[config.mk]
export PLATFORM = sky130hd
export DESIGN_NAME = sec_drive_flat
export DESIGN_NICKNAME = d
export VERILOG_FILES = /design/src/verilog/sec_erase_pkg.sv /design/src/verilog/sec_link_if.sv /design/src/verilog/sec_drive.sv /design/src/flat_wrapper.sv
export SDC_FILE = /design/constraint.sdc
export NUM_CORES = 1
export LEC_CHECK = 0
export BUFFER_PORTS_ARGS = -buffer_cell sky130_fd_sc_hd__buf_2
export CAP_MARGIN = 25
export CORE_AREA = 5 5 249 251
export CTS_CLUSTER_DIAMETER = 150
export DETAILED_ROUTE_END_ITERATION = 8
export DIE_AREA = 0 0 254 256
export GPL_TIMING_DRIVEN = 0
export SYNTH_ARGS = -nofsm -noshare
export SYNTH_HDL_FRONTEND = slang
export SYNTH_SLANG_ARGS = --single-unit
[constraint.sdc]
create_clock -name clk -period 7.4 [get_ports clk]
set_input_delay 1.48 -clock clk [delete_from_list [all_inputs] [get_ports clk]]
set_output_delay 1.48 -clock clk [all_outputs]
set_load 0.1 [all_outputs]
[src/verilog/sec_erase_pkg.sv]
// Constants shared by both ends of the security command link
package sec_erase_pkg;
	// ------------------------------------------------------------
	// Command opcodes
	// ------------------------------------------------------------
	localparam logic [7:0] OP_ERASE_PREP   = 8'hF3;
	localparam logic [7:0] OP_ERASE_UNIT   = 8'hF4;
	localparam logic [7:0] OP_FREEZE       = 8'hF5;
	localparam logic [7:0] OP_SET_PASSWORD = 8'hF1;
	localparam logic [7:0] OP_UNLOCK       = 8'hF2;
	localparam logic [7:0] OP_DISABLE_PW   = 8'hF6;
	// ------------------------------------------------------------
	// Error and status register fields
	// ------------------------------------------------------------
	localparam int ERR_ABORTED_BIT   = 2;
	localparam int ERR_ID_NOT_FOUND  = 4;
	localparam int STS_BUSY_BIT      = 7;
	localparam int STS_READY_BIT     = 6;
	localparam int STS_SEEK_DONE_BIT = 4;
	localparam int STS_DATA_REQ_BIT  = 3;
	localparam int STS_ERROR_BIT     = 0;
	localparam logic [7:0] ERR_RESET = 8'h00;
	localparam logic [7:0] STS_RESET = 8'h50;
	// ------------------------------------------------------------
	// Parameter sector layout
	// ------------------------------------------------------------
	localparam int SECTOR_WORDS  = 256;
	localparam int PW_FIRST_WORD = 1;
	localparam int PW_LAST_WORD  = 16;
	localparam int CTRL_SEL_BIT  = 0;
	localparam int CTRL_MODE_BIT = 1;
	localparam logic [15:0] ERASE_TIME_MIN = 16'h0010;
endpackage : sec_erase_pkg

[src/verilog/sec_link_if.sv]
// Task-file command link between host adapter and drive
`timescale 1ns/1ns
interface sec_link_if;
	logic        cmd_valid;
	logic [7:0]  cmd_code;
	logic        data_valid;
	logic [15:0] data_word;
	logic [7:0]  command_error_flags;
	logic [7:0]  command_status_flags;
	logic        done;
	modport drive (input cmd_valid, cmd_code, data_valid, data_word,
		output command_error_flags, command_status_flags, done);
	modport host (output cmd_valid, cmd_code, data_valid, data_word,
		input command_error_flags, command_status_flags, done);
endinterface : sec_link_if

[src/verilog/sec_drive.sv]
// Drive end: security erase, erase prepare and freeze-lock handling
`timescale 1ns/1ns
module sec_drive #(
	parameter int BLOCK_W = 32
) (
	input  wire logic               clk,
	input  wire logic               rst_n,
	input  wire logic               power_on_n,
	sec_link_if.drive               link,
	input  wire logic               lock_enabled_in,
	input  wire logic               lock_load,
	input  wire logic [255:0]       user_password,
	input  wire logic [255:0]       master_password,
	input  wire logic [BLOCK_W-1:0] native_max_block,
	input  wire logic               media_ready,
	output logic                    media_write,
	output logic [BLOCK_W-1:0]      media_block,
	output logic                    lock_enabled,
	output logic                    frozen,
	output logic [15:0]             erase_time_word
);
	typedef enum logic [1:0] {
		D_IDLE  = 2'b00,
		D_DATA  = 2'b01,
		D_ERASE = 2'b10
	} d_state_t;
	d_state_t     state;
	logic         prepared;
	logic [7:0]   idx;
	logic         sel_master;
	logic         mode_enh;
	logic         pw_match;
	logic [BLOCK_W-1:0] blk;
	logic [255:0] stored_pw;

	function automatic logic is_lock_cmd(input logic [7:0] c);
		return c == sec_erase_pkg::OP_SET_PASSWORD || c == sec_erase_pkg::OP_UNLOCK
			|| c == sec_erase_pkg::OP_DISABLE_PW || c == sec_erase_pkg::OP_ERASE_UNIT;
	endfunction : is_lock_cmd

	function automatic logic [255:0] selected_pw(input logic m);
		return m ? master_password : user_password;
	endfunction : selected_pw

	// Ready and seek done always stand; busy, data request and error vary
	function automatic logic [7:0] status_word(input logic busy, input logic drq, input logic err);
		logic [7:0] s;
		s = 8'h00;
		s[sec_erase_pkg::STS_READY_BIT] = 1'b1;
		s[sec_erase_pkg::STS_SEEK_DONE_BIT] = 1'b1;
		s[sec_erase_pkg::STS_BUSY_BIT] = busy;
		s[sec_erase_pkg::STS_DATA_REQ_BIT] = drq;
		s[sec_erase_pkg::STS_ERROR_BIT] = err;
		return s;
	endfunction : status_word

	function automatic logic [7:0] error_word(input logic aborted);
		logic [7:0] e;
		e = sec_erase_pkg::ERR_RESET;
		e[sec_erase_pkg::ERR_ABORTED_BIT] = aborted;
		return e;
	endfunction : error_word

	// Enhanced erase refused: zero fill is the only mode built
	function automatic logic erase_refused(input logic lock_on, input logic master, input logic match, input logic enh);
		return (!lock_on && !master)
			|| (lock_on && !match)
			|| enh;
	endfunction : erase_refused

	// ------------------------------------------------------------
	// Stored password picked by the selector
	// ------------------------------------------------------------
	assign stored_pw = selected_pw(sel_master);

	// ------------------------------------------------------------
	// Frozen state; cleared by power-on only, not by rst_n
	// ------------------------------------------------------------
	always_ff @(posedge clk) begin
		if (!power_on_n)
			frozen <= 1'b0;
		else if (link.cmd_valid && link.cmd_code == sec_erase_pkg::OP_FREEZE && state == D_IDLE)
			frozen <= 1'b1;
	end

	// ------------------------------------------------------------
	// Prepare marker; only the command right before erase counts
	// ------------------------------------------------------------
	always_ff @(posedge clk) begin
		if (!rst_n)
			prepared <= 1'b0;
		else if (link.cmd_valid && state == D_IDLE)
			prepared <= (link.cmd_code == sec_erase_pkg::OP_ERASE_PREP);
	end

	// ------------------------------------------------------------
	// Identification word with the erase time
	// ------------------------------------------------------------
	always_ff @(posedge clk) begin
		if (!rst_n)
			erase_time_word <= sec_erase_pkg::ERASE_TIME_MIN;
	end

	// ------------------------------------------------------------
	// Command engine
	// ------------------------------------------------------------
	always_ff @(posedge clk) begin
		if (!rst_n) begin
			state <= D_IDLE;
			idx <= 8'h00;
			sel_master <= 1'b0;
			mode_enh <= 1'b0;
			pw_match <= 1'b1;
			blk <= '0;
			lock_enabled <= 1'b0;
			media_write <= 1'b0;
			media_block <= '0;
			link.done <= 1'b0;
			link.command_error_flags <= sec_erase_pkg::ERR_RESET;
			link.command_status_flags <= sec_erase_pkg::STS_RESET;
		end else begin
			link.done <= 1'b0;
			media_write <= 1'b0;
			if (lock_load && state == D_IDLE)
				lock_enabled <= lock_enabled_in;
			unique case (state)
				D_IDLE: begin
					if (link.cmd_valid) begin
						link.command_error_flags <= error_word(1'b0);
						if (frozen && is_lock_cmd(link.cmd_code)) begin
							link.command_error_flags <= error_word(1'b1);
							link.command_status_flags <= status_word(1'b0, 1'b0, 1'b1);
							link.done <= 1'b1;
						end else if (link.cmd_code == sec_erase_pkg::OP_ERASE_UNIT) begin
							if (!prepared) begin
								link.command_error_flags <= error_word(1'b1);
								link.command_status_flags <= status_word(1'b0, 1'b0, 1'b1);
								link.done <= 1'b1;
							end else begin
								link.command_status_flags <= status_word(1'b0, 1'b1, 1'b0);
								idx <= 8'h00;
								pw_match <= 1'b1;
								state <= D_DATA;
							end
						end else begin
							// Prepare, freeze and others finish with no data
							link.command_status_flags <= sec_erase_pkg::STS_RESET;
							link.done <= 1'b1;
						end
					end
				end
				D_DATA: begin
					if (link.data_valid) begin
						idx <= idx + 8'h01;
						if (idx == 8'h00) begin
							sel_master <= link.data_word[sec_erase_pkg::CTRL_SEL_BIT];
							mode_enh <= link.data_word[sec_erase_pkg::CTRL_MODE_BIT];
						end else if (idx <= 8'(sec_erase_pkg::PW_LAST_WORD)) begin
							if (link.data_word != stored_pw[(16 * (int'(idx) - 1)) +: 16])
								pw_match <= 1'b0;
						end
						// Words past the password are ignored
						if (idx == 8'(sec_erase_pkg::SECTOR_WORDS - 1)) begin
							if (erase_refused(lock_enabled, sel_master, pw_match, mode_enh)) begin
								link.command_error_flags <= error_word(1'b1);
								link.command_status_flags <= status_word(1'b0, 1'b0, 1'b1);
								link.done <= 1'b1;
								state <= D_IDLE;
							end else begin
								link.command_status_flags <= status_word(1'b1, 1'b0, 1'b0);
								blk <= '0;
								state <= D_ERASE;
							end
						end
					end
				end
				D_ERASE: begin
					// Writes zeros only; defect lists are not touched
					if (media_ready && !media_write) begin
						media_write <= 1'b1;
						media_block <= blk;
						blk <= blk + BLOCK_W'(1);
						if (blk == native_max_block) begin
							lock_enabled <= 1'b0;
							link.command_status_flags <= sec_erase_pkg::STS_RESET;
							link.done <= 1'b1;
							state <= D_IDLE;
						end
					end
				end
				default: state <= D_IDLE;
			endcase
		end
	end
endmodule : sec_drive

[src/flat_wrapper.sv]
// flat-port wrapper written by rule: the top's interface ports become plain ports
module sec_drive_flat 
#(
	parameter int BLOCK_W = 32
)
  (clk, rst_n, power_on_n, lock_enabled_in, lock_load, user_password, master_password, native_max_block, media_ready, media_write, media_block, lock_enabled, frozen, erase_time_word, link_cmd_valid, link_cmd_code, link_data_valid, link_data_word, link_command_error_flags, link_command_status_flags, link_done);
  sec_link_if link_i ();
  input  wire logic clk;
  input  wire logic rst_n;
  input  wire logic power_on_n;
  input  wire logic lock_enabled_in;
  input  wire logic lock_load;
  input  wire logic [255:0] user_password;
  input  wire logic [255:0] master_password;
  input  wire logic [BLOCK_W-1:0] native_max_block;
  input  wire logic media_ready;
  output logic media_write;
  output logic [BLOCK_W-1:0] media_block;
  output logic lock_enabled;
  output logic frozen;
  output logic [15:0] erase_time_word;
  input wire logic [$bits(link_i.cmd_valid)-1:0] link_cmd_valid;
  input wire logic [$bits(link_i.cmd_code)-1:0] link_cmd_code;
  input wire logic [$bits(link_i.data_valid)-1:0] link_data_valid;
  input wire logic [$bits(link_i.data_word)-1:0] link_data_word;
  output wire logic [$bits(link_i.command_error_flags)-1:0] link_command_error_flags;
  output wire logic [$bits(link_i.command_status_flags)-1:0] link_command_status_flags;
  output wire logic [$bits(link_i.done)-1:0] link_done;
  assign link_i.cmd_valid = link_cmd_valid;
  assign link_i.cmd_code = link_cmd_code;
  assign link_i.data_valid = link_data_valid;
  assign link_i.data_word = link_data_word;
  assign link_command_error_flags = link_i.command_error_flags;
  assign link_command_status_flags = link_i.command_status_flags;
  assign link_done = link_i.done;
  sec_drive #(.BLOCK_W(BLOCK_W)) u_core (.clk(clk), .rst_n(rst_n), .power_on_n(power_on_n), .link(link_i), .lock_enabled_in(lock_enabled_in), .lock_load(lock_load), .user_password(user_password), .master_password(master_password), .native_max_block(native_max_block), .media_ready(media_ready), .media_write(media_write), .media_block(media_block), .lock_enabled(lock_enabled), .frozen(frozen), .erase_time_word(erase_time_word));
endmodule
# Word-level counts from Yosys, hierarchy flattened
# Cells that the tools add are included.
[word_totals] out_inout_bits=68 elab_cells=138 regBits=98
[classes] n_eq_ne=24 n_mux=64 n_shift=1 order_cmp=1 add_sub_neg=3 n_reduce_logical=31
[ops] operator="$mux W256" count=1
[ops] operator="$shiftx A256 B32 Y16" count=1
[ops] operator="$mux W8" count=18
[ops] operator="$mux W32" count=4
[ops] operator="$pmux W32 S2" count=1
[ops] operator="$eq A8 B8 Y1 const B" count=7
[ops] operator="$add A32 B1 Y32 const B" count=1
[ops] operator="$eq A32 B32 Y1" count=1
[ops] operator="$pmux W8 S2" count=2
[ops] operator="$pmux W8 S3" count=1
[ops] operator="$mux W1" count=22
[ops] operator="$mux W2" count=9
[ops] operator="$ne A16 B16 Y1" count=1
[ops] operator="$ne A2 B1 Y1 const B" count=7
[ops] operator="$ne A2 B2 Y1 const B" count=6
[ops] operator="$reduce_and A6 Y1" count=2
[ops] operator="$reduce_and A5 Y1" count=2
[ops] operator="$reduce_and A9 Y1" count=1
[ops] operator="$sub A8 B1 Y9 const B" count=1
[ops] operator="$add A8 B1 Y8 const B" count=1
[ops] operator="$le A8 B5 Y1 const B" count=1
[ops] operator="$logic_and A1 B1 Y1" count=8
[ops] operator="$logic_not A8 Y1" count=1
[ops] operator="$mux W4" count=2
[ops] operator="14 further kinds" count=23

# Longest topological paths before layout
[depth] ltp_word=8 ltp_mapped=17 mapped_depth_nobuf=10

# Worst setup path before layout
# Ideal clock, no wire load.
[synth_timing] path_type="flip-flop to flip-flop" from="register u_core.idx[0]" to="register u_core.pw_match" stages_incl_launch_ff=18 arrival_time_ps=3430 slack_ps=3901 setup_time_ps=69 path_cell_list="dfxtp_1 > buf_2 > buf_2 > buf_2 > buf_2 > inv_1 > ha_1 > clkbuf_2 > and2_1 > clkbuf_1 > clkbuf_1 > a221oi_1 > a21oi_1 > o32ai_1 > mux2_2 > nor4_1 > nand4_1 > o21ai_1"
[synth_between] elab_chain_cells=5 word_cells_on_any_way=9
[synth_lines] item="start, declared" line="sec_drive.sv:29" source="logic [7:0] idx;"
[synth_lines] item="start signal, assigned" line="sec_drive.sv:154" source="idx <= idx + 8'h01;"
[synth_lines] item="$sub A8 B1 Y9" line="sec_drive.sv:159" source="if (link.data_word != stored_pw[(16 * (int'(idx) - 1)) +: 16])"
[synth_lines] item="$shiftx A256 B32 Y16" line="sec_drive.sv:159"
[synth_lines] item="$ne A16 B16 Y1" line="sec_drive.sv:159"
[synth_lines] item="$ne A2 B1 Y1 (no source line)"
[synth_lines] item="$reduce_and A9 Y1 (no source line) *"
[synth_lines] item="end signal, assigned" line="sec_drive.sv:113" source="pw_match <= 1'b1;"
[synth_lines] item="end signal, assigned" line="sec_drive.sv:142" source="pw_match <= 1'b1;"
[synth_lines] item="end signal, assigned" line="sec_drive.sv:160" source="pw_match <= 1'b0;"
[synth_lines] item="end, declared" line="sec_drive.sv:32" source="logic pw_match;"
# Mark *: on every way between the ends. The rest lies on a longest branch, timed or not.
# A chain may end at the register's enable or synchronous reset.

# Final worst setup path
# Ends and elaborated chain as after synthesis.

==> metrics.md <==
| Metric | Value |
|---|---|
| Setup crit end kind | `flop` |
| Seq/Total Area, Yosys | `around 18%` |
| M1 GR Usage | `27.8%` |
| Async set-or-reset flop fraction in the synthesized netlist | `0%` |
| Delay of the slowest cell on the worst path | `about 1.1 ns` |
| GR Layer Usage met2 | `31.2%` |
| GRT overflow | `0` |
| Worst path arrival time | `about 6.5 ns` |
| Die H | `around 260 um` |
| TritonRoute pass-1 iters | `7` |
| P_leak | `between 5 and 6 nW` |
| Post-DP HPWL | `approximately 63,000 um` |
| DRC viols | `0` |
| Final hold violation count | `0` |
| Commonest cells in the netlist | `105 x nand2_1, 94 x mux2i_1, 86 x dfxtp_1` |
| Synth Area per Inst | `between 9 and 10 um^2` |
| TNS Setup | `0 ns` |
| Pins Over Slew Limit | `0` |
| CP startpoint kind | `flop` |
| DR vias/cell | `4.67` |
| GR peak layer | `met2` |
| Worst Path Buf+Inv | `8` |
| Die Area | `0.0650 mm^2` |
| H-tree lvl count | `3` |
| Max Freq | `approximately 160 MHz` |
| Slew HR | `19.1%` |
| Total GRT Usage | `between 20% and 30%` |
| CTS tree | `yes` |
| CP delay by family, top | `buffers and inverters` |
| Setup violations, final | `0` |
| Required @ worst endpoint | `7.66 ns` |
| I/O Pins | `between 600 and 700` |
| Setup bufs post-CTS | `0` |
| Initial antenna violation count | `between 50 and 60` |
| Part of the cycle the worst path needs | `about 85%` |
| R2R cell count | `17` |
| Die width | `~250 um` |
| Synth cell types | `between 70 and 80` |
| Worst-path fanout max | `10` |
| Unrepaired setup endpoints after global routing | `false` |
| Max clock buf depth | `2` |
| Number of synthesized flops with an enable pin | `0` |
| Final ANT Viol Nets | `0` |
| Top-count cell post-synth | `nand2_1` |
| Gpl congestion | `approximately 1.1` |
| Cts bufs inserted | `9` |
| Final worst slack | `~1.1 ns` |
| CP cell instances | `buf_2, buf_2, buf_2, buf_2, inv_1, ha_1, clkbuf_2, and2_1, clkbuf_1, clkbuf_1, a221oi_1, a21oi_1, o32a_1, a22o_1, nor4_1, nand4_1, o21ai_1` |
| Clock sink total | `between 80 and 90` |
| PostCTS Resize Cnt | `0` |
| Nets@finish | `2,216` |
| Hold Path Class | `flop to flop` |
| Root Buffer Master | `clkbuf_16` |
| P&R area growth vs syn | `48.8%` |
| IO buf count | `615` |
| Setup WS pre-CTS | `1.14 ns` |
| First-pass GRT wire length | `roughly 93,000 um` |
| Top cells by area, synth | `dfxtp_1 18%, mux4_2 16%, mux2i_1 10%` |
| Vias in the first global route | `around 11,000` |
| Cell area after synthesis | `~0.0093 mm^2` |
| Final core utilization | `between 20% and 30%` |
| Top-area cell type share of the netlist area | `between 10% and 20%` |
| Worst-skew pair later-pin latency | `roughly 0.35 ns` |
| Clock Skews | `approximately 0.011 ns` |
| Status | `finished, final reports clean` |
| Max_cap viols | `0` |
| Core ar. | `roughly 0.060 mm^2` |
| Initial Utilization | `roughly 16%` |
| Worst hold stages | `2` |
| Std cell rows | `90` |
| Met3 global-route usage | `approximately 6.7%` |
| Largest net degree at the start of global routing | `18` |
| CTS clk-pin slew, worst paths | `approximately 0.07 ns` |
| Worst path depth | `17` |
| Number of synthesized register bits | `86` |
| DR vias | `11,400` |
| Final min period | `between 6 and 7 ns` |
| Pwr Total | `roughly 1.3 mW` |
| Syn. warnings | `0` |
| DRT Wirelength | `71,200 um` |
| Max VDD drop | `0.104 mV` |
| PwrDens | `96.6 mW/mm^2` |
| Cells after Synth | `just under 1,000` |
| # hold bufs at CTS | `0` |
| Synth Flop Type | `dfxtp_1` |
| WL/cell | `a little under 30 um` |
| CP most frequent cell | `buf_2` |
| Worst path slowest cell | `a221oi_1` |
| Share of cells above drive strength 1 | `between 40 and 50%` |
| Post-synth top area cell | `dfxtp_1` |
| Critical Setup Path Class | `flop to flop` |
| Worst-margin pin slew | `between 1 and 1.5 ns` |
| Initial DRC Count | `between 1,000 and 1,500` |
flip-flops by register name (all words and copies together) (netlist names), 2 cells and up:
register and cells:
u_core.link.command_status_flags 3, u_core.state 2, u_core.media_block 32, u_core.blk 32, u_core.idx 8
per-stage QoR:
step | hold slack (ns) | cells | area (um^2)
detailed placement | 0.445 | 2403 | 13500
global route | 0.470 | 2436 | 13800
finish | 0.454 | 2445 | 13900
CTS | 0.455 | 2419 | 13800
floorplan | 0.460 | 1004 | 9410
global placement | 0.440 | 2401 | 13500
cell type report:
| cell class | instances | area, um^2 |
|---|---|---|
| Buffer | 105 | 786 |
| Multi-Input combinational cell | 793 | 6820 |
| Sequential cell | 86 | 1720 |
| Clock buffer | 9 | 225 |
| Fill cell | 6703 | 45800 |
| Clock inverter | 7 | 83.8 |
| Timing Repair Buffer | 617 | 3090 |
| Inverter | 20 | 75.1 |
| Tap cell | 782 | 978 |
| Antenna cell | 26 | 65.1 |
tightest hold or removal path, stage by stage, from the launching register on:
cell	delay (ns)
dfxtp_1	0.31
nand2_1	0.05
a21oi_1	0.05
kinds of logic after synthesis:
group                      count (synthesis)  share of synthesized area [%]
DFF                                       86                           18.5
and+or+nand+nor                          321                           16.4
other                                      2                         0.0807
adders and majority gates                  8                           1.08
AOI/OAI and AO/OA                        172                           13.0
xor gates and xnor gates                  66                           6.37
buffers and inverters                    125                           9.25
muxes                                    198                           35.3
final timing paths:
| path | start | endpoint | slack [ns] |
|---|---|---|---|
| setup / recovery | u_core.idx[0] | u_core.pw_match | 1.15 |
| hold reg to reg | u_core.media_block[5] | u_core.media_block[5] | 0.45 |
| setup reg to reg | u_core.idx[0] | u_core.pw_match | 1.15 |
| hold / removal | u_core.media_block[5] | u_core.media_block[5] | 0.45 |
layout by cell type, fill, tap and decap left out, types with 8 or more instances in the layout:
| master | n |
|---|---|
| buf_2 | 636 |
| nand2_1 | 105 |
| mux2i_1 | 94 |
| dfxtp_1 | 86 |
| nor2_1 | 74 |
| mux4_2 | 67 |
| a21oi_1 | 57 |
| xnor2_1 | 48 |
| buf_4 | 34 |
| conb_1 | 28 |
| clkbuf_1 | 27 |
| mux4_1 | 27 |
| diode_2 | 26 |
| a221oi_1 | 26 |
| nand4_1 | 24 |
| nand3_1 | 24 |
| inv_1 | 19 |
| nor3_1 | 19 |
| o21ai_0 | 17 |
| xor2_1 | 16 |
| and3_1 | 12 |
| buf_6 | 12 |
| nand2b_1 | 11 |
| nor4_1 | 11 |
| o31ai_1 | 10 |
| mux2_2 | 9 |
| clkbuf_16 | 9 |
| and2_1 | 8 |
| or3_1 | 8 |
| ha_1 | 8 |
power by group:
part	internal [mW]	switching, mW
Clock	0.269	0.211
Sequential	0.464	0.000781
Combinational	0.184	0.210
per-layer routing:
layer  vias up  wire length [um]
li1       5032                 -
met1      5486             30000
met2       755             31200
met3       112              7800
met4        42              1840
met5         -               274
(Power assumes the default switching activity.)
